$ cat config.mk
export PLATFORM = sky130hd
export DESIGN_NAME = dmac_ctrl
export DESIGN_NICKNAME = d
export VERILOG_FILES = /design/src/dmac_pkg.sv /design/src/dmac_field_dec.sv /design/src/dmac_irq.sv /design/src/dmac_ctrl.sv
export SDC_FILE = /design/constraint.sdc
export NUM_CORES = 1
export LEC_CHECK = 0
export ABC_AREA = 1
export ABC_CLOCK_PERIOD_IN_PS = 2200
export BUFFER_PORTS_ARGS = -buffer_cell sky130_fd_sc_hd__buf_2
export CAP_MARGIN = 40
export CORE_MARGIN = 2
export CORE_UTILIZATION = 30
export DETAILED_ROUTE_END_ITERATION = 7
export HOLD_SLACK_MARGIN = 0.15
export PLACE_DENSITY = 0.56
export RECOVER_POWER = 100
export SLEW_MARGIN = 10
export SYNTH_ARGS = -nofsm -noshare
export SYNTH_HDL_FRONTEND = slang
export SYNTH_SLANG_ARGS = --single-unit
$ cat constraint.sdc
create_clock -name aclk -period 2.2 [get_ports aclk]
set_input_delay 0.22 -clock aclk [delete_from_list [all_inputs] [get_ports aclk]]
set_output_delay 0.22 -clock aclk [all_outputs]
set_load 0.01 [all_outputs]
$ cat src/dmac_pkg.sv
package dmac_pkg;

  // ------------------------------------------------------------
  // Register byte offsets
  // ------------------------------------------------------------
  localparam logic [7:0] CTRL_OFS = 8'h00;
  localparam logic [7:0] CFG_OFS = 8'h04;
  localparam logic [7:0] IRQ_STAT_OFS = 8'h08;
  localparam logic [7:0] IRQ_MASK_OFS = 8'h0c;
  localparam logic [7:0] DEC_STAT_OFS = 8'h10;

  // ------------------------------------------------------------
  // Control word fields
  // ------------------------------------------------------------
  localparam int IRQ_EN_BIT = 31;
  localparam int DST_INC_BIT = 27;
  localparam int SRC_INC_BIT = 26;
  localparam int DST_WIDTH_LSB = 21;
  localparam int SRC_WIDTH_LSB = 18;
  localparam int DST_BURST_LSB = 15;
  localparam int SRC_BURST_LSB = 12;
  localparam int XFER_COUNT_LSB = 0;
  localparam int XFER_COUNT_W = 12;
  // Bits 30-28 and 25-24 are not stored and read as zero.
  localparam logic [31:0] CTRL_KEEP_MASK = 32'h8cff_ffff;
  localparam logic [31:0] CTRL_RESET = 32'h0000_0000;

  // ------------------------------------------------------------
  // Configuration, interrupt and decode status fields
  // ------------------------------------------------------------
  localparam int CFG_TC_MASK_BIT = 0;
  localparam logic CFG_TC_MASK_RESET = 1'b0;
  localparam int EV_XFER_END = 0;
  localparam int EV_BAD_WIDTH = 1;
  localparam int EV_NUM = 2;
  localparam logic [1:0] IRQ_MASK_RESET = 2'h0;
  localparam int DEC_SRC_STEP_LSB = 0;
  localparam int DEC_DST_STEP_LSB = 4;
  localparam int DEC_SRC_BEATS_LSB = 8;
  localparam int DEC_DST_BEATS_LSB = 17;
  localparam int DEC_SRC_BAD_BIT = 28;
  localparam int DEC_DST_BAD_BIT = 29;

  // ------------------------------------------------------------
  // Bus answers
  // ------------------------------------------------------------
  localparam logic [1:0] RESP_OKAY = 2'h0;
  localparam logic [1:0] RESP_SLVERR = 2'h2;

  // ------------------------------------------------------------
  // Field decoding
  // ------------------------------------------------------------
  // Bytes per beat; reserved codes give zero.
  function automatic logic [2:0] width_bytes(input logic [2:0] code);
    case (code)
      3'h0: width_bytes = 3'h1;
      3'h1: width_bytes = 3'h2;
      3'h2: width_bytes = 3'h4;
      default: width_bytes = 3'h0;
    endcase
  endfunction : width_bytes

  function automatic logic [8:0] burst_beats(input logic [2:0] code);
    case (code)
      3'h0: burst_beats = 9'h001;
      3'h1: burst_beats = 9'h004;
      3'h2: burst_beats = 9'h008;
      3'h3: burst_beats = 9'h010;
      3'h4: burst_beats = 9'h020;
      3'h5: burst_beats = 9'h040;
      3'h6: burst_beats = 9'h080;
      default: burst_beats = 9'h100;
    endcase
  endfunction : burst_beats

endpackage : dmac_pkg

$ cat src/dmac_field_dec.sv
// Registered decode of one side (source or destination) of the
// control word into what the transfer engine consumes.
module dmac_field_dec (
  // Clock and reset
  input wire logic aclk,
  input wire logic aresetn,
  // Raw fields
  input wire logic [2:0] width_code,
  input wire logic [2:0] burst_code,
  input wire logic addr_advance,
  // Decoded values
  output logic [2:0] step_q,
  output logic [2:0] width_bytes_q,
  output logic [8:0] beats_q,
  output logic width_bad_q
);

  // ------------------------------------------------------------
  // Decode
  // ------------------------------------------------------------
  wire logic [2:0] bytes_w = dmac_pkg::width_bytes(width_code);
  wire logic [2:0] step_w = addr_advance ? bytes_w : 3'h0;
  wire logic bad_w = (bytes_w == 3'h0);

  always_ff @(posedge aclk) begin
    if (!aresetn) begin
      step_q <= 3'h0;
      width_bytes_q <= 3'h1;
      beats_q <= 9'h001;
      width_bad_q <= 1'b0;
    end else begin
      step_q <= step_w;
      width_bytes_q <= bytes_w;
      beats_q <= dmac_pkg::burst_beats(burst_code);
      width_bad_q <= bad_w;
    end
  end

endmodule : dmac_field_dec

$ cat src/dmac_irq.sv
// Sticky event flags with write-one-to-clear, a mask and one level
// interrupt line.
module dmac_irq #(
  parameter int N = 2
) (
  // Clock and reset
  input wire logic aclk,
  input wire logic aresetn,
  // Events and software access
  input wire logic [N-1:0] event_set,
  input wire logic [N-1:0] clear_w1c,
  input wire logic mask_we,
  input wire logic [N-1:0] mask_wdata,
  // State
  output logic [N-1:0] status_q,
  output logic [N-1:0] mask_q,
  output logic irq_q
);

  // A set arriving with its own clear is kept, so no event is lost.
  wire logic [N-1:0] status_d = (status_q & ~clear_w1c) | event_set;
  wire logic [N-1:0] mask_d = mask_we ? mask_wdata : mask_q;

  always_ff @(posedge aclk) begin
    if (!aresetn) begin
      status_q <= '0;
      mask_q <= '0;
      irq_q <= 1'b0;
    end else begin
      status_q <= status_d;
      mask_q <= mask_d;
      irq_q <= |(status_d & mask_d);
    end
  end

endmodule : dmac_irq

$ cat src/dmac_ctrl.sv
// Register access over AXI4-Lite and the placing of the registers were decided locally.
module dmac_ctrl (
  // Clock and reset
  input wire logic aclk,
  input wire logic aresetn,
  // AXI4-Lite write address
  input wire logic awvalid,
  output logic awready,
  input wire logic [7:0] awaddr,
  input wire logic [2:0] awprot,
  // AXI4-Lite write data
  input wire logic wvalid,
  output logic wready,
  input wire logic [31:0] wdata,
  input wire logic [3:0] wstrb,
  // AXI4-Lite write response
  output logic bvalid,
  input wire logic bready,
  output logic [1:0] bresp,
  // AXI4-Lite read address
  input wire logic arvalid,
  output logic arready,
  input wire logic [7:0] araddr,
  input wire logic [2:0] arprot,
  // AXI4-Lite read data
  output logic rvalid,
  input wire logic rready,
  output logic [31:0] rdata,
  output logic [1:0] rresp,
  // Transfer engine side
  input wire logic xfer_end,
  input wire logic lli_load,
  input wire logic [31:0] lli_ctrl,
  // Decoded fields for the engine
  output logic irq_enable,
  output logic [2:0] src_step,
  output logic [2:0] dst_step,
  output logic [2:0] src_width_bytes,
  output logic [2:0] dst_width_bytes,
  output logic [8:0] src_burst_len,
  output logic [8:0] dest_burst_len,
  output logic [11:0] xfer_count,
  // Interrupt
  output logic irq
);

  // ------------------------------------------------------------
  // Registers
  // ------------------------------------------------------------
  logic [31:0] ctrl_q;
  logic tc_mask_q;
  logic aw_hold_q;
  logic w_hold_q;
  logic [7:0] awaddr_q;
  logic [31:0] wdata_q;
  logic [3:0] wstrb_q;
  logic awready_q;
  logic wready_q;
  logic bvalid_q;
  logic [1:0] bresp_q;
  logic arready_q;
  logic rvalid_q;
  logic [31:0] rdata_q;
  logic [1:0] rresp_q;
  logic irq_en_q;
  logic [11:0] xfer_count_q;
  logic [dmac_pkg::EV_NUM-1:0] irq_status;
  logic [dmac_pkg::EV_NUM-1:0] irq_mask;
  logic irq_w;
  logic [2:0] src_step_w;
  logic [2:0] dst_step_w;
  logic [2:0] src_bytes_w;
  logic [2:0] dst_bytes_w;
  logic [8:0] src_beats_w;
  logic [8:0] dst_beats_w;
  logic src_bad_w;
  logic dst_bad_w;

  // ------------------------------------------------------------
  // Write channel handshake
  // ------------------------------------------------------------
  // Address and data are taken independently; the write happens
  // once both are held, and the response follows one cycle later.
  wire logic aw_fire = awvalid & awready_q;
  wire logic w_fire = wvalid & wready_q;
  wire logic wr_do = aw_hold_q & w_hold_q;
  wire logic aw_hold_d = (aw_hold_q | aw_fire) & ~wr_do;
  wire logic w_hold_d = (w_hold_q | w_fire) & ~wr_do;
  wire logic bvalid_d = wr_do | (bvalid_q & ~bready);
  wire logic awready_d = ~aw_hold_d & ~bvalid_d & ~wr_do;
  wire logic wready_d = ~w_hold_d & ~bvalid_d & ~wr_do;
  wire logic [7:0] awaddr_d = aw_fire ? awaddr : awaddr_q;
  wire logic [31:0] wdata_d = w_fire ? wdata : wdata_q;
  wire logic [3:0] wstrb_d = w_fire ? wstrb : wstrb_q;

  // ------------------------------------------------------------
  // Write decode
  // ------------------------------------------------------------
  // A write to an unmapped offset is answered with an error but still
  // completes, so the master never waits on it.
  // Byte strobes act lane by lane on the control word; configuration needs lane 0 and the other registers ignore them.
  wire logic wr_ctrl = wr_do & (awaddr_q == dmac_pkg::CTRL_OFS);
  wire logic wr_cfg = wr_do & (awaddr_q == dmac_pkg::CFG_OFS);
  wire logic wr_stat = wr_do & (awaddr_q == dmac_pkg::IRQ_STAT_OFS);
  wire logic wr_mask = wr_do & (awaddr_q == dmac_pkg::IRQ_MASK_OFS);
  wire logic wr_dec = wr_do & (awaddr_q == dmac_pkg::DEC_STAT_OFS);
  wire logic wr_hit = wr_ctrl | wr_cfg | wr_stat | wr_mask | wr_dec;
  wire logic [1:0] bresp_d = wr_do ?
    (wr_hit ? dmac_pkg::RESP_OKAY : dmac_pkg::RESP_SLVERR) : bresp_q;

  wire logic [31:0] byte_mask = {{8{wstrb_q[3]}}, {8{wstrb_q[2]}},
                                 {8{wstrb_q[1]}}, {8{wstrb_q[0]}}};
  wire logic [31:0] wr_merged = (ctrl_q & ~byte_mask)
                                | (wdata_q & byte_mask);

  // ------------------------------------------------------------
  // Control word
  // ------------------------------------------------------------
  // A linked item load wins over a software write in the same
  // cycle: while the chain runs the word belongs to the engine.
  // Reserved bits are dropped so a stray one cannot steer anything.
  wire logic [31:0] ctrl_src = lli_load ? lli_ctrl : wr_merged;
  wire logic ctrl_we = lli_load | wr_ctrl;
  wire logic [31:0] ctrl_d = ctrl_we ?
    (ctrl_src & dmac_pkg::CTRL_KEEP_MASK) : ctrl_q;

  // Configuration holds the terminal-count mask.
  wire logic tc_mask_d = (wr_cfg & wstrb_q[0]) ?
    wdata_q[dmac_pkg::CFG_TC_MASK_BIT] : tc_mask_q;

  // ------------------------------------------------------------
  // Field extraction
  // ------------------------------------------------------------
  // Fields other than the count and the interrupt enable come from the stored word, so the decoders lag it by one
  // edge; the engine must not start a beat in that cycle.
  wire logic dst_inc = ctrl_q[dmac_pkg::DST_INC_BIT];
  wire logic src_inc = ctrl_q[dmac_pkg::SRC_INC_BIT];
  wire logic [2:0] dst_width = ctrl_q[dmac_pkg::DST_WIDTH_LSB +: 3];
  wire logic [2:0] src_width = ctrl_q[dmac_pkg::SRC_WIDTH_LSB +: 3];
  wire logic [2:0] dst_burst = ctrl_q[dmac_pkg::DST_BURST_LSB +: 3];
  wire logic [2:0] src_burst = ctrl_q[dmac_pkg::SRC_BURST_LSB +: 3];
  wire logic [11:0] count_d =
    ctrl_d[dmac_pkg::XFER_COUNT_LSB +: dmac_pkg::XFER_COUNT_W];

  // ------------------------------------------------------------
  // Field decoders
  // ------------------------------------------------------------
  // Alignment of start addresses is software's duty; the step
  // sizes here assume it has been kept.
  dmac_field_dec u_src_dec (
    .aclk (aclk),
    .aresetn (aresetn),
    .width_code (src_width),
    .burst_code (src_burst),
    .addr_advance (src_inc),
    .step_q (src_step_w),
    .width_bytes_q (src_bytes_w),
    .beats_q (src_beats_w),
    .width_bad_q (src_bad_w)
  );

  dmac_field_dec u_dst_dec (
    .aclk (aclk),
    .aresetn (aresetn),
    .width_code (dst_width),
    .burst_code (dst_burst),
    .addr_advance (dst_inc),
    .step_q (dst_step_w),
    .width_bytes_q (dst_bytes_w),
    .beats_q (dst_beats_w),
    .width_bad_q (dst_bad_w)
  );

  // ------------------------------------------------------------
  // Events and interrupt
  // ------------------------------------------------------------
  // The transfer-end event needs both enables; either one low
  // swallows the end of transfer without a trace.
  wire logic ev_xfer_end = xfer_end & ctrl_q[dmac_pkg::IRQ_EN_BIT]
                           & tc_mask_q;
  // A reserved width code is flagged in the cycle it appears, and not again while it stays.
  logic bad_seen_q;
  wire logic bad_now = src_bad_w | dst_bad_w;
  wire logic ev_bad_width = bad_now & ~bad_seen_q;

  wire logic [dmac_pkg::EV_NUM-1:0] ev_set = {ev_bad_width, ev_xfer_end};
  wire logic [dmac_pkg::EV_NUM-1:0] ev_clear =
    wr_stat ? wdata_q[dmac_pkg::EV_NUM-1:0] : '0;

  dmac_irq #(
    .N (dmac_pkg::EV_NUM)
  ) u_irq (
    .aclk (aclk),
    .aresetn (aresetn),
    .event_set (ev_set),
    .clear_w1c (ev_clear),
    .mask_we (wr_mask),
    .mask_wdata (wdata_q[dmac_pkg::EV_NUM-1:0]),
    .status_q (irq_status),
    .mask_q (irq_mask),
    .irq_q (irq_w)
  );

  // ------------------------------------------------------------
  // Read channel
  // ------------------------------------------------------------
  // Only one read is in flight: arready falls as the address is taken
  // and rises the cycle after the data are accepted, so the read mux
  // looks at the live address only on the taking edge.
  wire logic ar_fire = arvalid & arready_q;
  wire logic rvalid_d = ar_fire | (rvalid_q & ~rready);
  wire logic arready_d = ~rvalid_d;

  // The decode word shows software the steps and beats the engine is given,
  // and flags a reserved width that has been flattened to zero.
  wire logic [31:0] dec_word =
    (32'(src_step_w) << dmac_pkg::DEC_SRC_STEP_LSB)
    | (32'(dst_step_w) << dmac_pkg::DEC_DST_STEP_LSB)
    | (32'(src_beats_w) << dmac_pkg::DEC_SRC_BEATS_LSB)
    | (32'(dst_beats_w) << dmac_pkg::DEC_DST_BEATS_LSB)
    | (32'(src_bad_w) << dmac_pkg::DEC_SRC_BAD_BIT)
    | (32'(dst_bad_w) << dmac_pkg::DEC_DST_BAD_BIT);

  logic [31:0] rd_word;
  logic rd_hit;
  always_comb begin
    rd_word = 32'h0000_0000;
    rd_hit = 1'b1;
    case (araddr)
      dmac_pkg::CTRL_OFS: rd_word = ctrl_q;
      dmac_pkg::CFG_OFS:
        rd_word = 32'(tc_mask_q) << dmac_pkg::CFG_TC_MASK_BIT;
      dmac_pkg::IRQ_STAT_OFS: rd_word = 32'(irq_status);
      dmac_pkg::IRQ_MASK_OFS: rd_word = 32'(irq_mask);
      dmac_pkg::DEC_STAT_OFS: rd_word = dec_word;
      default: rd_hit = 1'b0;
    endcase
  end

  wire logic [31:0] rdata_d = ar_fire ? rd_word : rdata_q;
  wire logic [1:0] rresp_d = ar_fire ?
    (rd_hit ? dmac_pkg::RESP_OKAY : dmac_pkg::RESP_SLVERR) : rresp_q;

  // ------------------------------------------------------------
  // Bus state
  // ------------------------------------------------------------
  // Handshake flags and payload registers are kept apart so that the
  // reset list of each stays short and easy to audit.
  always_ff @(posedge aclk) begin
    if (!aresetn) begin
      aw_hold_q <= 1'b0;
      w_hold_q <= 1'b0;
      awready_q <= 1'b0;
      wready_q <= 1'b0;
      bvalid_q <= 1'b0;
      arready_q <= 1'b0;
      rvalid_q <= 1'b0;
    end else begin
      aw_hold_q <= aw_hold_d;
      w_hold_q <= w_hold_d;
      awready_q <= awready_d;
      wready_q <= wready_d;
      bvalid_q <= bvalid_d;
      arready_q <= arready_d;
      rvalid_q <= rvalid_d;
    end
  end

  always_ff @(posedge aclk) begin
    if (!aresetn) begin
      awaddr_q <= 8'h00;
      wdata_q <= 32'h0000_0000;
      wstrb_q <= 4'h0;
      bresp_q <= dmac_pkg::RESP_OKAY;
      rdata_q <= 32'h0000_0000;
      rresp_q <= dmac_pkg::RESP_OKAY;
    end else begin
      awaddr_q <= awaddr_d;
      wdata_q <= wdata_d;
      wstrb_q <= wstrb_d;
      bresp_q <= bresp_d;
      rdata_q <= rdata_d;
      rresp_q <= rresp_d;
    end
  end

  // ------------------------------------------------------------
  // Channel state
  // ------------------------------------------------------------
  // The interrupt enable copies the next control value, so it changes
  // on the same edge as the stored word itself.
  always_ff @(posedge aclk) begin
    if (!aresetn) begin
      ctrl_q <= dmac_pkg::CTRL_RESET;
      tc_mask_q <= dmac_pkg::CFG_TC_MASK_RESET;
      bad_seen_q <= 1'b0;
      irq_en_q <= 1'b0;
      xfer_count_q <= 12'h000;
    end else begin
      ctrl_q <= ctrl_d;
      tc_mask_q <= tc_mask_d;
      bad_seen_q <= bad_now;
      irq_en_q <= ctrl_d[dmac_pkg::IRQ_EN_BIT];
      xfer_count_q <= count_d;
    end
  end

  // ------------------------------------------------------------
  // Outputs
  // ------------------------------------------------------------
  // Every output below is a register here or in a submodule; no logic
  // sits between a flop and a pin.
  assign awready = awready_q;
  assign wready = wready_q;
  assign bvalid = bvalid_q;
  assign bresp = bresp_q;
  assign arready = arready_q;
  assign rvalid = rvalid_q;
  assign rdata = rdata_q;
  assign rresp = rresp_q;
  assign irq_enable = irq_en_q;
  assign src_step = src_step_w;
  assign dst_step = dst_step_w;
  assign src_width_bytes = src_bytes_w;
  assign dst_width_bytes = dst_bytes_w;
  assign src_burst_len = src_beats_w;
  assign dest_burst_len = dst_beats_w;
  assign xfer_count = xfer_count_q;
  assign irq = irq_w;

endmodule : dmac_ctrl

Yosys cells after proc, flatten, opt, wreduce, memory -nomap -nowiden:

Index checks and enable logic that the tools add are counted.

* flip-flop bits (word level): 166
* output and inout port bits: 85
* logic and storage cells: 130

* eq/ne operators: 24
* mux-type cells: 12
* bitwise gates (word level): 52
* reduce and logical (&&, ||, !) cells: 12

Operator list (number)
* 32-bit case mux with 5 select lines: 1
* 9-bit case mux with 7 select lines: 2
* 32-bit bitwise AND: 2
* 32-bit 2-to-1 mux: 2
* 8-bit by 4-bit == test with 1-bit output (second input constant): 4
* 32-bit NOT: 1
* 32-bit OR: 1
* 29-bit by 30-bit OR with 30-bit output: 1
* 26-bit by 29-bit OR with 29-bit output: 1
* 17-bit by 26-bit OR with 26-bit output: 1
* 1-bit bitwise AND: 21
* 3-bit by 2-bit == test with 1-bit output (second input constant): 6
* 3-bit == test (second input constant): 6
* 3-bit logical NOT: 6
* 3-bit case mux with 3 select lines: 2
* 7-bit by 17-bit OR with 17-bit output: 1
* 8-bit by 3-bit == test with 1-bit output (second input constant): 2
* 8-bit by 5-bit == test with 1-bit output (second input constant): 2
* 8-bit logical NOT: 2
* 3-bit by 1-bit == test with 1-bit output (second input constant): 4
* 1-bit OR: 10
* 2-bit 2-to-1 mux: 4
* 1-bit NOT: 8
* 3-bit by 7-bit OR with 7-bit output: 1
* 7 further kinds: 9

Depth between registers and ports, before layout:

Gate-level depths: netlist of run 1.

* word-level depth: 8
* mapped depth: 10
* mapped depth without buffers: 10

By module:

Synthesis of run 1 repeated with hierarchy kept, for this count alone.

* cells, all modules: 868
* area total of the unflattened synthesis: 6013.3 um^2

By module, submodules not included
* dmac_ctrl: times used 1, cells an instance 740, area each 4913.5 um^2, sequential area each 2162.1 um^2
* dmac_field_dec: times used 2, cells an instance 50, area each 450.4 um^2, sequential area each 300.3 um^2
* dmac_irq: times used 1, cells an instance 28, area each 198.9 um^2, sequential area each 100.1 um^2

Worst setup path before layout of run 1:

No wires, ideal clock.

* kind: register to register
* start point: register awaddr_q[4]
* end point: register with a tool-made name
* library setup time: 0.113 ns
* arrival time: 1.214 ns
* data required time: 2.087 ns
* path slack: 0.873 ns
* cell stages (with the launch flop): 10
* clock period less this slack: 1.327 ns
* path through: dfxtp_1 > or2_4 > nor2_8 > nand2_4 > nor2_8 > nand2_2 > nand2_4 > inv_4 > nor2_1 > nor2_1

RTL lines
* start: declaration: line dmac_ctrl.sv:54 `logic [7:0] awaddr_q;`
* start signal: assignment: line dmac_ctrl.sv:278 `awaddr_q <= awaddr_d;`

==> results of run 1 <==
cell families (layout without fill, tap and decap cells):
group | Yosys count | in the layout | share of synthesized area [%]
and+or+nand+nor | 430 | 430 | 30.7
DFF | 143 | 143 | 49.2
AOI/OAI and AO/OA | 139 | 139 | 12.1
other | 1 | 5 | 0.0644
buffers and inverters | 99 | 306 | 7.96
path summary, 6_finish.rpt:
kind                     start       end  slack [ns]
setup / recovery   awaddr_q[4]  register        0.42
hold / removal    lli_ctrl[16]  register        0.16
setup reg to reg   awaddr_q[4]  register        0.42
hold reg to reg      aw_hold_q   awready        0.45
cell usage after synthesis:
library cell,n
sky130_fd_sc_hd__inv_1,38
sky130_fd_sc_hd__buf_1,2
sky130_fd_sc_hd__clkinv_1,2
sky130_fd_sc_hd__buf_4,19
sky130_fd_sc_hd__conb_1,1
sky130_fd_sc_hd__nor2_8,2
sky130_fd_sc_hd__inv_2,2
sky130_fd_sc_hd__buf_2,6
sky130_fd_sc_hd__nor3_2,1
sky130_fd_sc_hd__nand2_4,4
sky130_fd_sc_hd__or2_4,1
sky130_fd_sc_hd__clkbuf_1,27
sky130_fd_sc_hd__o21ai_1,17
sky130_fd_sc_hd__nand2_2,3
sky130_fd_sc_hd__dfxtp_1,143
sky130_fd_sc_hd__nand2_1,196
sky130_fd_sc_hd__o21ai_0,74
sky130_fd_sc_hd__buf_6,1
sky130_fd_sc_hd__nand3_1,39
sky130_fd_sc_hd__nor3_1,10
sky130_fd_sc_hd__nor2_2,9
sky130_fd_sc_hd__o31ai_1,2
sky130_fd_sc_hd__a21oi_1,45
sky130_fd_sc_hd__nor2_1,162
sky130_fd_sc_hd__a211oi_1,1
sky130_fd_sc_hd__inv_4,2
sky130_fd_sc_hd__nand4_1,3
power by group through the flow:
stage | logic, uW | clock network (uW) | registers [uW]
final | 645 | 2920 | 2830
after CTS | 674 | 2980 | 2830
after global placement | 591 | 0 | 2890
after global routing | 735 | 3090 | 2850
after floorplan | 386 | 0 | 2860
after detailed placement | 594 | 0 | 2890
routing by layer:
layer / wire, um / part of all wire (%)
met4: 338 / 2.0
met5: 0 / 0
met3: 802 / 4.7
met2: 7290 / 42
met1: 8750 / 51
layout make-up:
class                           count  area, um2
Tap cell                          260        325
Multi-Input combinational cell    574       2470
Fill cell                        2029      11100
Timing Repair Buffer              231       1380
Clock buffer                       21        460
Sequential cell                   143       2860
Clock inverter                     10        138
Inverter                           44        170
worst min-delay path, cell delays in order:
cell                      delay, ns
sky130_fd_sc_hd__buf_2         0.07
sky130_fd_sc_hd__nand2_1       0.06
sky130_fd_sc_hd__nand2_1       0.07
sky130_fd_sc_hd__nor2_1        0.04
sky130_fd_sc_hd__nor2_1        0.08
timing repair:
action                                  in CTS  in global routing
endpoints found under the setup margin       0                  0
hold endpoints to repair                    58                  1
setup buffers                                0                  0
hold buffers                                57                  1
cell usage in the layout (no fill, tap or decap):
cell type,instances
sky130_fd_sc_hd__conb_1,5
sky130_fd_sc_hd__o31ai_1,2
sky130_fd_sc_hd__or2_4,1
sky130_fd_sc_hd__a21oi_1,45
sky130_fd_sc_hd__nand2_1,200
sky130_fd_sc_hd__clkbuf_2,1
sky130_fd_sc_hd__inv_2,2
sky130_fd_sc_hd__clkinvlp_4,5
sky130_fd_sc_hd__clkinv_1,2
sky130_fd_sc_hd__clkbuf_1,85
sky130_fd_sc_hd__inv_4,2
sky130_fd_sc_hd__buf_2,81
sky130_fd_sc_hd__clkbuf_8,2
sky130_fd_sc_hd__o21ai_0,74
sky130_fd_sc_hd__dfxtp_1,143
sky130_fd_sc_hd__nand4_1,3
sky130_fd_sc_hd__nor3_2,1
sky130_fd_sc_hd__clkbuf_16,17
sky130_fd_sc_hd__nor2_1,167
sky130_fd_sc_hd__nand2_4,1
sky130_fd_sc_hd__o21ai_1,17
sky130_fd_sc_hd__a211oi_1,1
sky130_fd_sc_hd__buf_4,7
sky130_fd_sc_hd__buf_12,1
sky130_fd_sc_hd__bufinv_16,3
sky130_fd_sc_hd__clkinv_2,2
sky130_fd_sc_hd__nand2_2,2
sky130_fd_sc_hd__nor2_8,2
sky130_fd_sc_hd__inv_1,38
sky130_fd_sc_hd__nand3_1,39
sky130_fd_sc_hd__nor2_2,4
sky130_fd_sc_hd__dlygate4sd3_1,58
sky130_fd_sc_hd__nor3_1,10
metrics by stage:
stage,std cells,area (um2)
after floorplan,816,5830
after global placement,1194,6770
after detailed placement,1194,6770
after CTS,1282,7940
after global routing,1283,7800
final,1283,7800
==> results.txt, run 1 <==
- The share of total power dissipated in combinational logic is 10.1%.
- The critical path is of the register to register type.
- Register clock-pin slew on the reported worst setup and hold paths: 0.06 ns
- GRT met2 Usage: 25.8%
- Setup repair after global routing missed its margin: no
* Depth of the CTS H-tree: 4
- Dividing total power by cell area gives a power density of 821 mW/mm2.
- The floorplan step defined a core boundary enclosing 0.0189 mm2.
* P_sw: 1580 uW
- Final critical-path required period: 1.78 ns
* Post-DP HPWL: 12200 um
- Summed instance area of the synthesized netlist: 0.00582 mm2
* Crit-path leading delay family: simple AND/OR/NAND/NOR gates
- Endpoint arrival time on the critical path: 2.09 ns
* Highest-utilization routing layer at the global route stage: met2
- Maximum number of pins on one net before global-route repair: 77
- Traced cell by cell, the critical path runs through or2_4 > nor2_8 > nand2_1 > nor2_8 > nand2_2 > nand2_1 > inv_4 > nor2_1 > nor2_1.
* Post-synthesis register bit count: 143
- Sort of element at the end of the critical path: register
- Number of max-slew violations in the final report: 0
- Across the run, the number of max-cap violations was 0.
- Of all cell types, the one taking the most synthesized area is sky130_fd_sc_hd__dfxtp_1.
- For this block, the routed nets add up to 17200 um of wire.
- Final hold analysis gives a worst-case slack of 0.158 ns.
- TritonCTS created 17 clock buffers.
- Relative area change from synthesis to final layout: 34.1%
- Clock root buffer: sky130_fd_sc_hd__clkbuf_16
- For this run, the detailed router's first-pass iteration total came to 4.
* Via total after detailed routing: 5574
- Derived from the worst setup path, the maximum achievable clock frequency is 562 MHz.
- Worst hold path stage count: 5
* Clock latency on the worst-skew pair: 0.42 ns
- In this run the biggest area consumer among cell types represents 49.2% of the synthesized area.
- Row generation in the floorplan step produced 50 rows.
- The flow ran to the end, and the final reports show no timing, DRC or antenna violations.
* Fraction of layout instances using a drive strength above 1: 13.1%
- Cell with the biggest individual delay on the critical path: sky130_fd_sc_hd__dfxtp_1
* Required time of the worst setup path: 2.52 ns
- The worst setup path is launched from a register.
- The detail route stage leaves a number of antenna-violating nets equal to 0.
- The count of buffers added on input and output ports is 162.
* Remaining routing DRC violations: 0
- Portion of the clock cycle consumed by the worst path in the final layout: 80.8%
- Setup violations remaining at the end of the flow were counted as 0.
- Switching Share: 24.6%
* Vias in the first global route: 5216
- Per report_power, the sequential group accounts for 44.3% of the total.
* Sequential area share after synthesis: 49.2%
- Post-synthesis average cell area: 7.17 um2
- The worst hold path belongs to the class input pin to register.
- The clock network accounts for 45.7% of the total power.
* Die area: 0.0205 mm2
- Total internal power: 4820 uW
- Together, buffers and inverters on the worst path number 1.
- For this run, the post-layout net count is 1110.
* Worst path setup slack after routing: 0.422 ns
- After layout, the design draws a total of 6400 uW.
- At the end of routability-driven placement, the weighted congestion stood at 0.853.
* Total count of hold-check failures in the final report: 0
* Antenna violations before repair: 0
- Highest net fanout along the worst path: 9
- For the final database, setup skew stands at 0.00746 ns.
- Top Ports: 184
- After synthesis, the cell types taking the most area are sky130_fd_sc_hd__dfxtp_1 (49%), sky130_fd_sc_hd__nand2_1 (13%), sky130_fd_sc_hd__nor2_1 (10%).
- The clock passes through at most 2 buffers.
* Vias per std cell: 4.34
- TritonCTS clock tree: built
- Final setup TNS: 0 ns
* Drt first-iter violations: 301
- Prior to clock tree synthesis, the placed netlist has a worst setup slack of 0.537 ns.
- Distinct cell type count of the synthesized netlist: 27
- In the final routed layout, each cell accounts on average for 13.4 um.
- Yosys warnings: 0
* Initial cell density of the core: 30.8%
- Antenna cells: 0
- Leakage power summed over all cells: 0.00332 uW
- Critical path depth: 9
- The floorplan step set the die width to 143 um.
* Post-synthesis instance total: 812
- In the global route stage, met3 resource usage came out at 3.55%.
* M1 GR Usage: 23.9%
- On the worst path, the slowest cell contributes a delay of 0.32 ns.
- Wire length of the first global-routing pass: 26900 um
- Register-to-Register Path Depth: 9
* Total global routing overflow: 0
- Relative slew margins: 32.1%
- VDD sags by at most 0.000502 V.
- Global routing used 17.0% of the available tracks across all layers.
* Number of clock sinks: 143
- For the pin with the worst max-slew slack, the measured transition is 1.02 ns.
- Post-cts gate resize count: 0
* Die height: 143 um
- For this run, the share of the core covered by cells in the final layout is 41.3%.
(Power assumes the default switching activity.)
==> run 2, diff against run 1 <==
- ABC_CLOCK_PERIOD_IN_PS: 2200 -> 1400
- PLACE_DENSITY: 0.56 -> 0.58
- clock period: 2.2 -> 1.4 ns (I/O delays scaled with it)
==> results.txt, run 2 (synthesized netlist as in run 1, its figures left out) <==
* Result of the run: finished, violations left
- Violations in the final reports: negative setup slack
* Worst Hold End: awaddr_q[2]
* Last weighted congestion value of the routability-driven placer: 0.813 (-4.6%)
- The final setup skew came to 0.00750 ns (+0.0000389 ns).
- The total number of vias was 5783 (+3.7%).
- Post-DP HPWL: 12500 um (+2.8%)
* Total power density per cell area: 1210 mW/mm2 (+47%)
* Kind of path behind the tightest hold check: input pin to register
- Post-place instance area: 0.00699 mm2 (+3.2%)
- Clock latency on the worst-skew pair: 0.42 ns (about the same)
* Num rows: 50 (unchanged)
- The via count of the first global-routing pass was 5512 (+5.7%).
- Final setup TNS: -0.152 ns (-0.152 ns)
* Largest buffer count on any clock path: 2 (unchanged)
* Total internal power: 7390 uW (+53%)
- Antenna violations before repair: 0 (unchanged)
- Antenna cells: 0 (unchanged)
- The data required time of the critical path came to 1.76 ns (-0.76 ns).
* Cts bufs inserted: 17 (unchanged)
- STA classifies the critical path endpoint as a register.
- Clock network fraction of total power: 43.7% (-2.0 points)
- The filler-free cell count of the finished design is 1319 (+2.8%).
* Worst hold path stage count: 3 (-2)
- The count of antenna-violating nets left after detailed routing was 0 (unchanged).
* Placed cell count: 1213 (+1.6%)
* Max-cap check violation count: 0 (unchanged)
- Remaining routing DRC violations: 0 (unchanged)
- The initial cell density of the core is 30.8% (unchanged).
- The combined global-route utilization of all metal layers is 17.7% (+0.63 points).
- Register-to-Register Path Depth: 9 (unchanged)
- Pwr Total: 9970 uW (+56%)
- The remaining global-route overflow was 0 (unchanged).
- Setup repair after global routing could not meet its margin everywhere.
- The minimum clock period after layout is 1.43 ns (-0.346 ns).
- Number of max-slew violations in the final report: 0 (unchanged)
- In this run the clock root is driven by a sky130_fd_sc_hd__clkbuf_16.
* Maximum number of pins on one net before global-route repair: 54 (-30%)
* Number of clock sinks: 143 (unchanged)
* Relative area change from synthesis to final layout: 42.1%
- TritonCTS built the clock tree.
* Router iterations before antenna repair: 4 (unchanged)
* Highest net fanout along the worst path: 8 (-1)
- The switching part of the total power was 25.9% (+1.2 points).
- Total count of hold-check failures in the final report: 0 (unchanged)
- The worst hold path begins at awvalid.
* Depth of the CTS H-tree: 4 (unchanged)
* Part of the total power dissipated in combinational logic: 11.7% (+1.6 points)
- The post-route cell area was 0.00827 mm2 (+5.9%).
- Power share of the sequential group: 44.6% (+0.3 points)
* Setup Viol. Count Final: 10 (+10)
- The final core utilization is 43.8% (+2.5 points).
* Kind of critical path: register to register
- Worst-case vdd ir drop: 0.000833 V (+66%)
* Endpoint arrival time on the critical path: 1.79 ns (-0.30 ns)
- Final routed wire length divided by cell count: 13.4 um (+0.23%)
- The layout cell share with drive strength beyond 1 was 18.5% (+5.4 points).
- F_max: 698 MHz (+24%)
* Total Wirelength: 17700 um (+3.0%)
- Vias per std cell: 4.38 (+0.92%)
- The first-pass GRT wire length is 28100 um (+4.4%).
- The die height was 143 um (unchanged).
* Drt first-iter violations: 261 (-13%)
- Top library cells by usage in the layout, fill and taps aside: sky130_fd_sc_hd__nand2_1 (192), sky130_fd_sc_hd__nor2_1 (147), sky130_fd_sc_hd__dfxtp_1 (142)
- Worst path setup slack after routing: -0.0320 ns (-0.454 ns)
- STA classifies the critical path startpoint as a register.
* Leakage power summed over all cells: 0.00354 uW (+6.7%)
- Most frequent standard cell in the layout excluding fill and tap cells: sky130_fd_sc_hd__nand2_1
- Area of the core: 0.0189 mm2 (unchanged)
* Die Width: 143 um (unchanged)
* Count of buffers from port buffering: 162 (unchanged)
- The net switching power came to 2580 uW (+63%).
- Portion of the clock cycle consumed by the worst path in the final layout: 102% (+21 points)
* Register clock-pin slew on the reported worst setup and hold paths: 0.06 ns (about the same)
* Number of nets in the finished design: 1146 (+3.2%)
- In this run the critical register-to-register path is launched from awaddr_q[4].
* Die area: 0.0205 mm2 (unchanged)
* Worst R2R Setup Slack: -0.03 ns (-0.45 ns)
* Top Ports: 184 (unchanged)
run 2: cell types whose count changed in the layout (fill, tap and decap cells not counted), moves of 4 or more:
cell                            previous run  this run
sky130_fd_sc_hd__buf_12                    1         5
sky130_fd_sc_hd__nor2_2                    4        23
sky130_fd_sc_hd__dlygate4sd3_1            58        70
sky130_fd_sc_hd__nand2_1                 200       192
sky130_fd_sc_hd__nand2_4                   1         6
sky130_fd_sc_hd__nor2_1                  167       147
sky130_fd_sc_hd__buf_4                     7        26
sky130_fd_sc_hd__clkbuf_1                 85        79
run 2: worst max-delay path by stage:
stage                            from  endpoint  slack, ns  cells past startpoint
final                     awaddr_q[4]  register      -0.03                      9
after global routing         w_hold_q  register      -0.13                      9
after CTS                 awaddr_q[4]  register      -0.03                      9
after detailed placement  awaddr_q[4]  register      -0.02                      9
after global placement    awaddr_q[4]  register      -0.02                      9
after floorplan           awaddr_q[4]  register       0.07                      9
run 2: layout make-up:
class / count / area [um2]
inverter: 44 / 183
multi-input combinational: 574 / 2580
sequential: 143 / 2860
tap: 260 / 325
timing repair buffer: 267 / 1740
clock buffer: 20 / 467
clock inverter: 11 / 109
fill: 1998 / 10600
run 2: power by group through the flow:
| stage | Combinational (uW) | Sequential, uW | Clock, uW |
|---|---|---|---|
| floorplan | 607 | 4500 | 0 |
| global placement | 1010 | 4520 | 0 |
| detailed placement | 1020 | 4530 | 0 |
| CTS | 1180 | 4440 | 4470 |
| global route | 1310 | 4470 | 4650 |
| finish | 1170 | 4440 | 4360 |
run 2: critical path, stage by stage, from the launching register on:
cell and delay, ns:
sky130_fd_sc_hd__dfxtp_2 0.32, sky130_fd_sc_hd__or2_4 0.26, sky130_fd_sc_hd__nor2_8 0.10, sky130_fd_sc_hd__nand2_4 0.07, sky130_fd_sc_hd__nor2_8 0.13, sky130_fd_sc_hd__nand2_2 0.08
sky130_fd_sc_hd__nand2_4 0.15, sky130_fd_sc_hd__buf_4 0.13, sky130_fd_sc_hd__o21ai_1 0.05, sky130_fd_sc_hd__nor2_1 0.08
run 2: per-stage QoR:
step / setup slack (ns) / hold slack (ns)
6_report: -0.0320 / 0.208
5_1_grt: -0.128 / 0.246
4_1_cts: -0.0254 / 0.191
3_5_place_dp: -0.0236 / 0.393
3_3_place_gp: -0.0184 / 0.392
2_1_floorplan: 0.0730 / 0.306
run 2: repair_timing:
| action | CTS | global route |
|---|---|---|
| pin swaps | 0 | 4 |
| endpoints found under the setup margin | 26 | 30 |
| gates resized for setup | 4 | 29 |
| endpoints found under the hold margin | 79 | 0 |
| hold buffers | 70 | 0 |
| setup buffers | 2 | 3 |
run 2: per-layer routing:
metal	vias to the layer above	wire, um	global-route usage, %
li1	3050	-	-
met1	2554	8650	23.6
met2	144	7690	27.3
met3	35	848	4.29
met4	0	518	7.43
met5	-	0	0
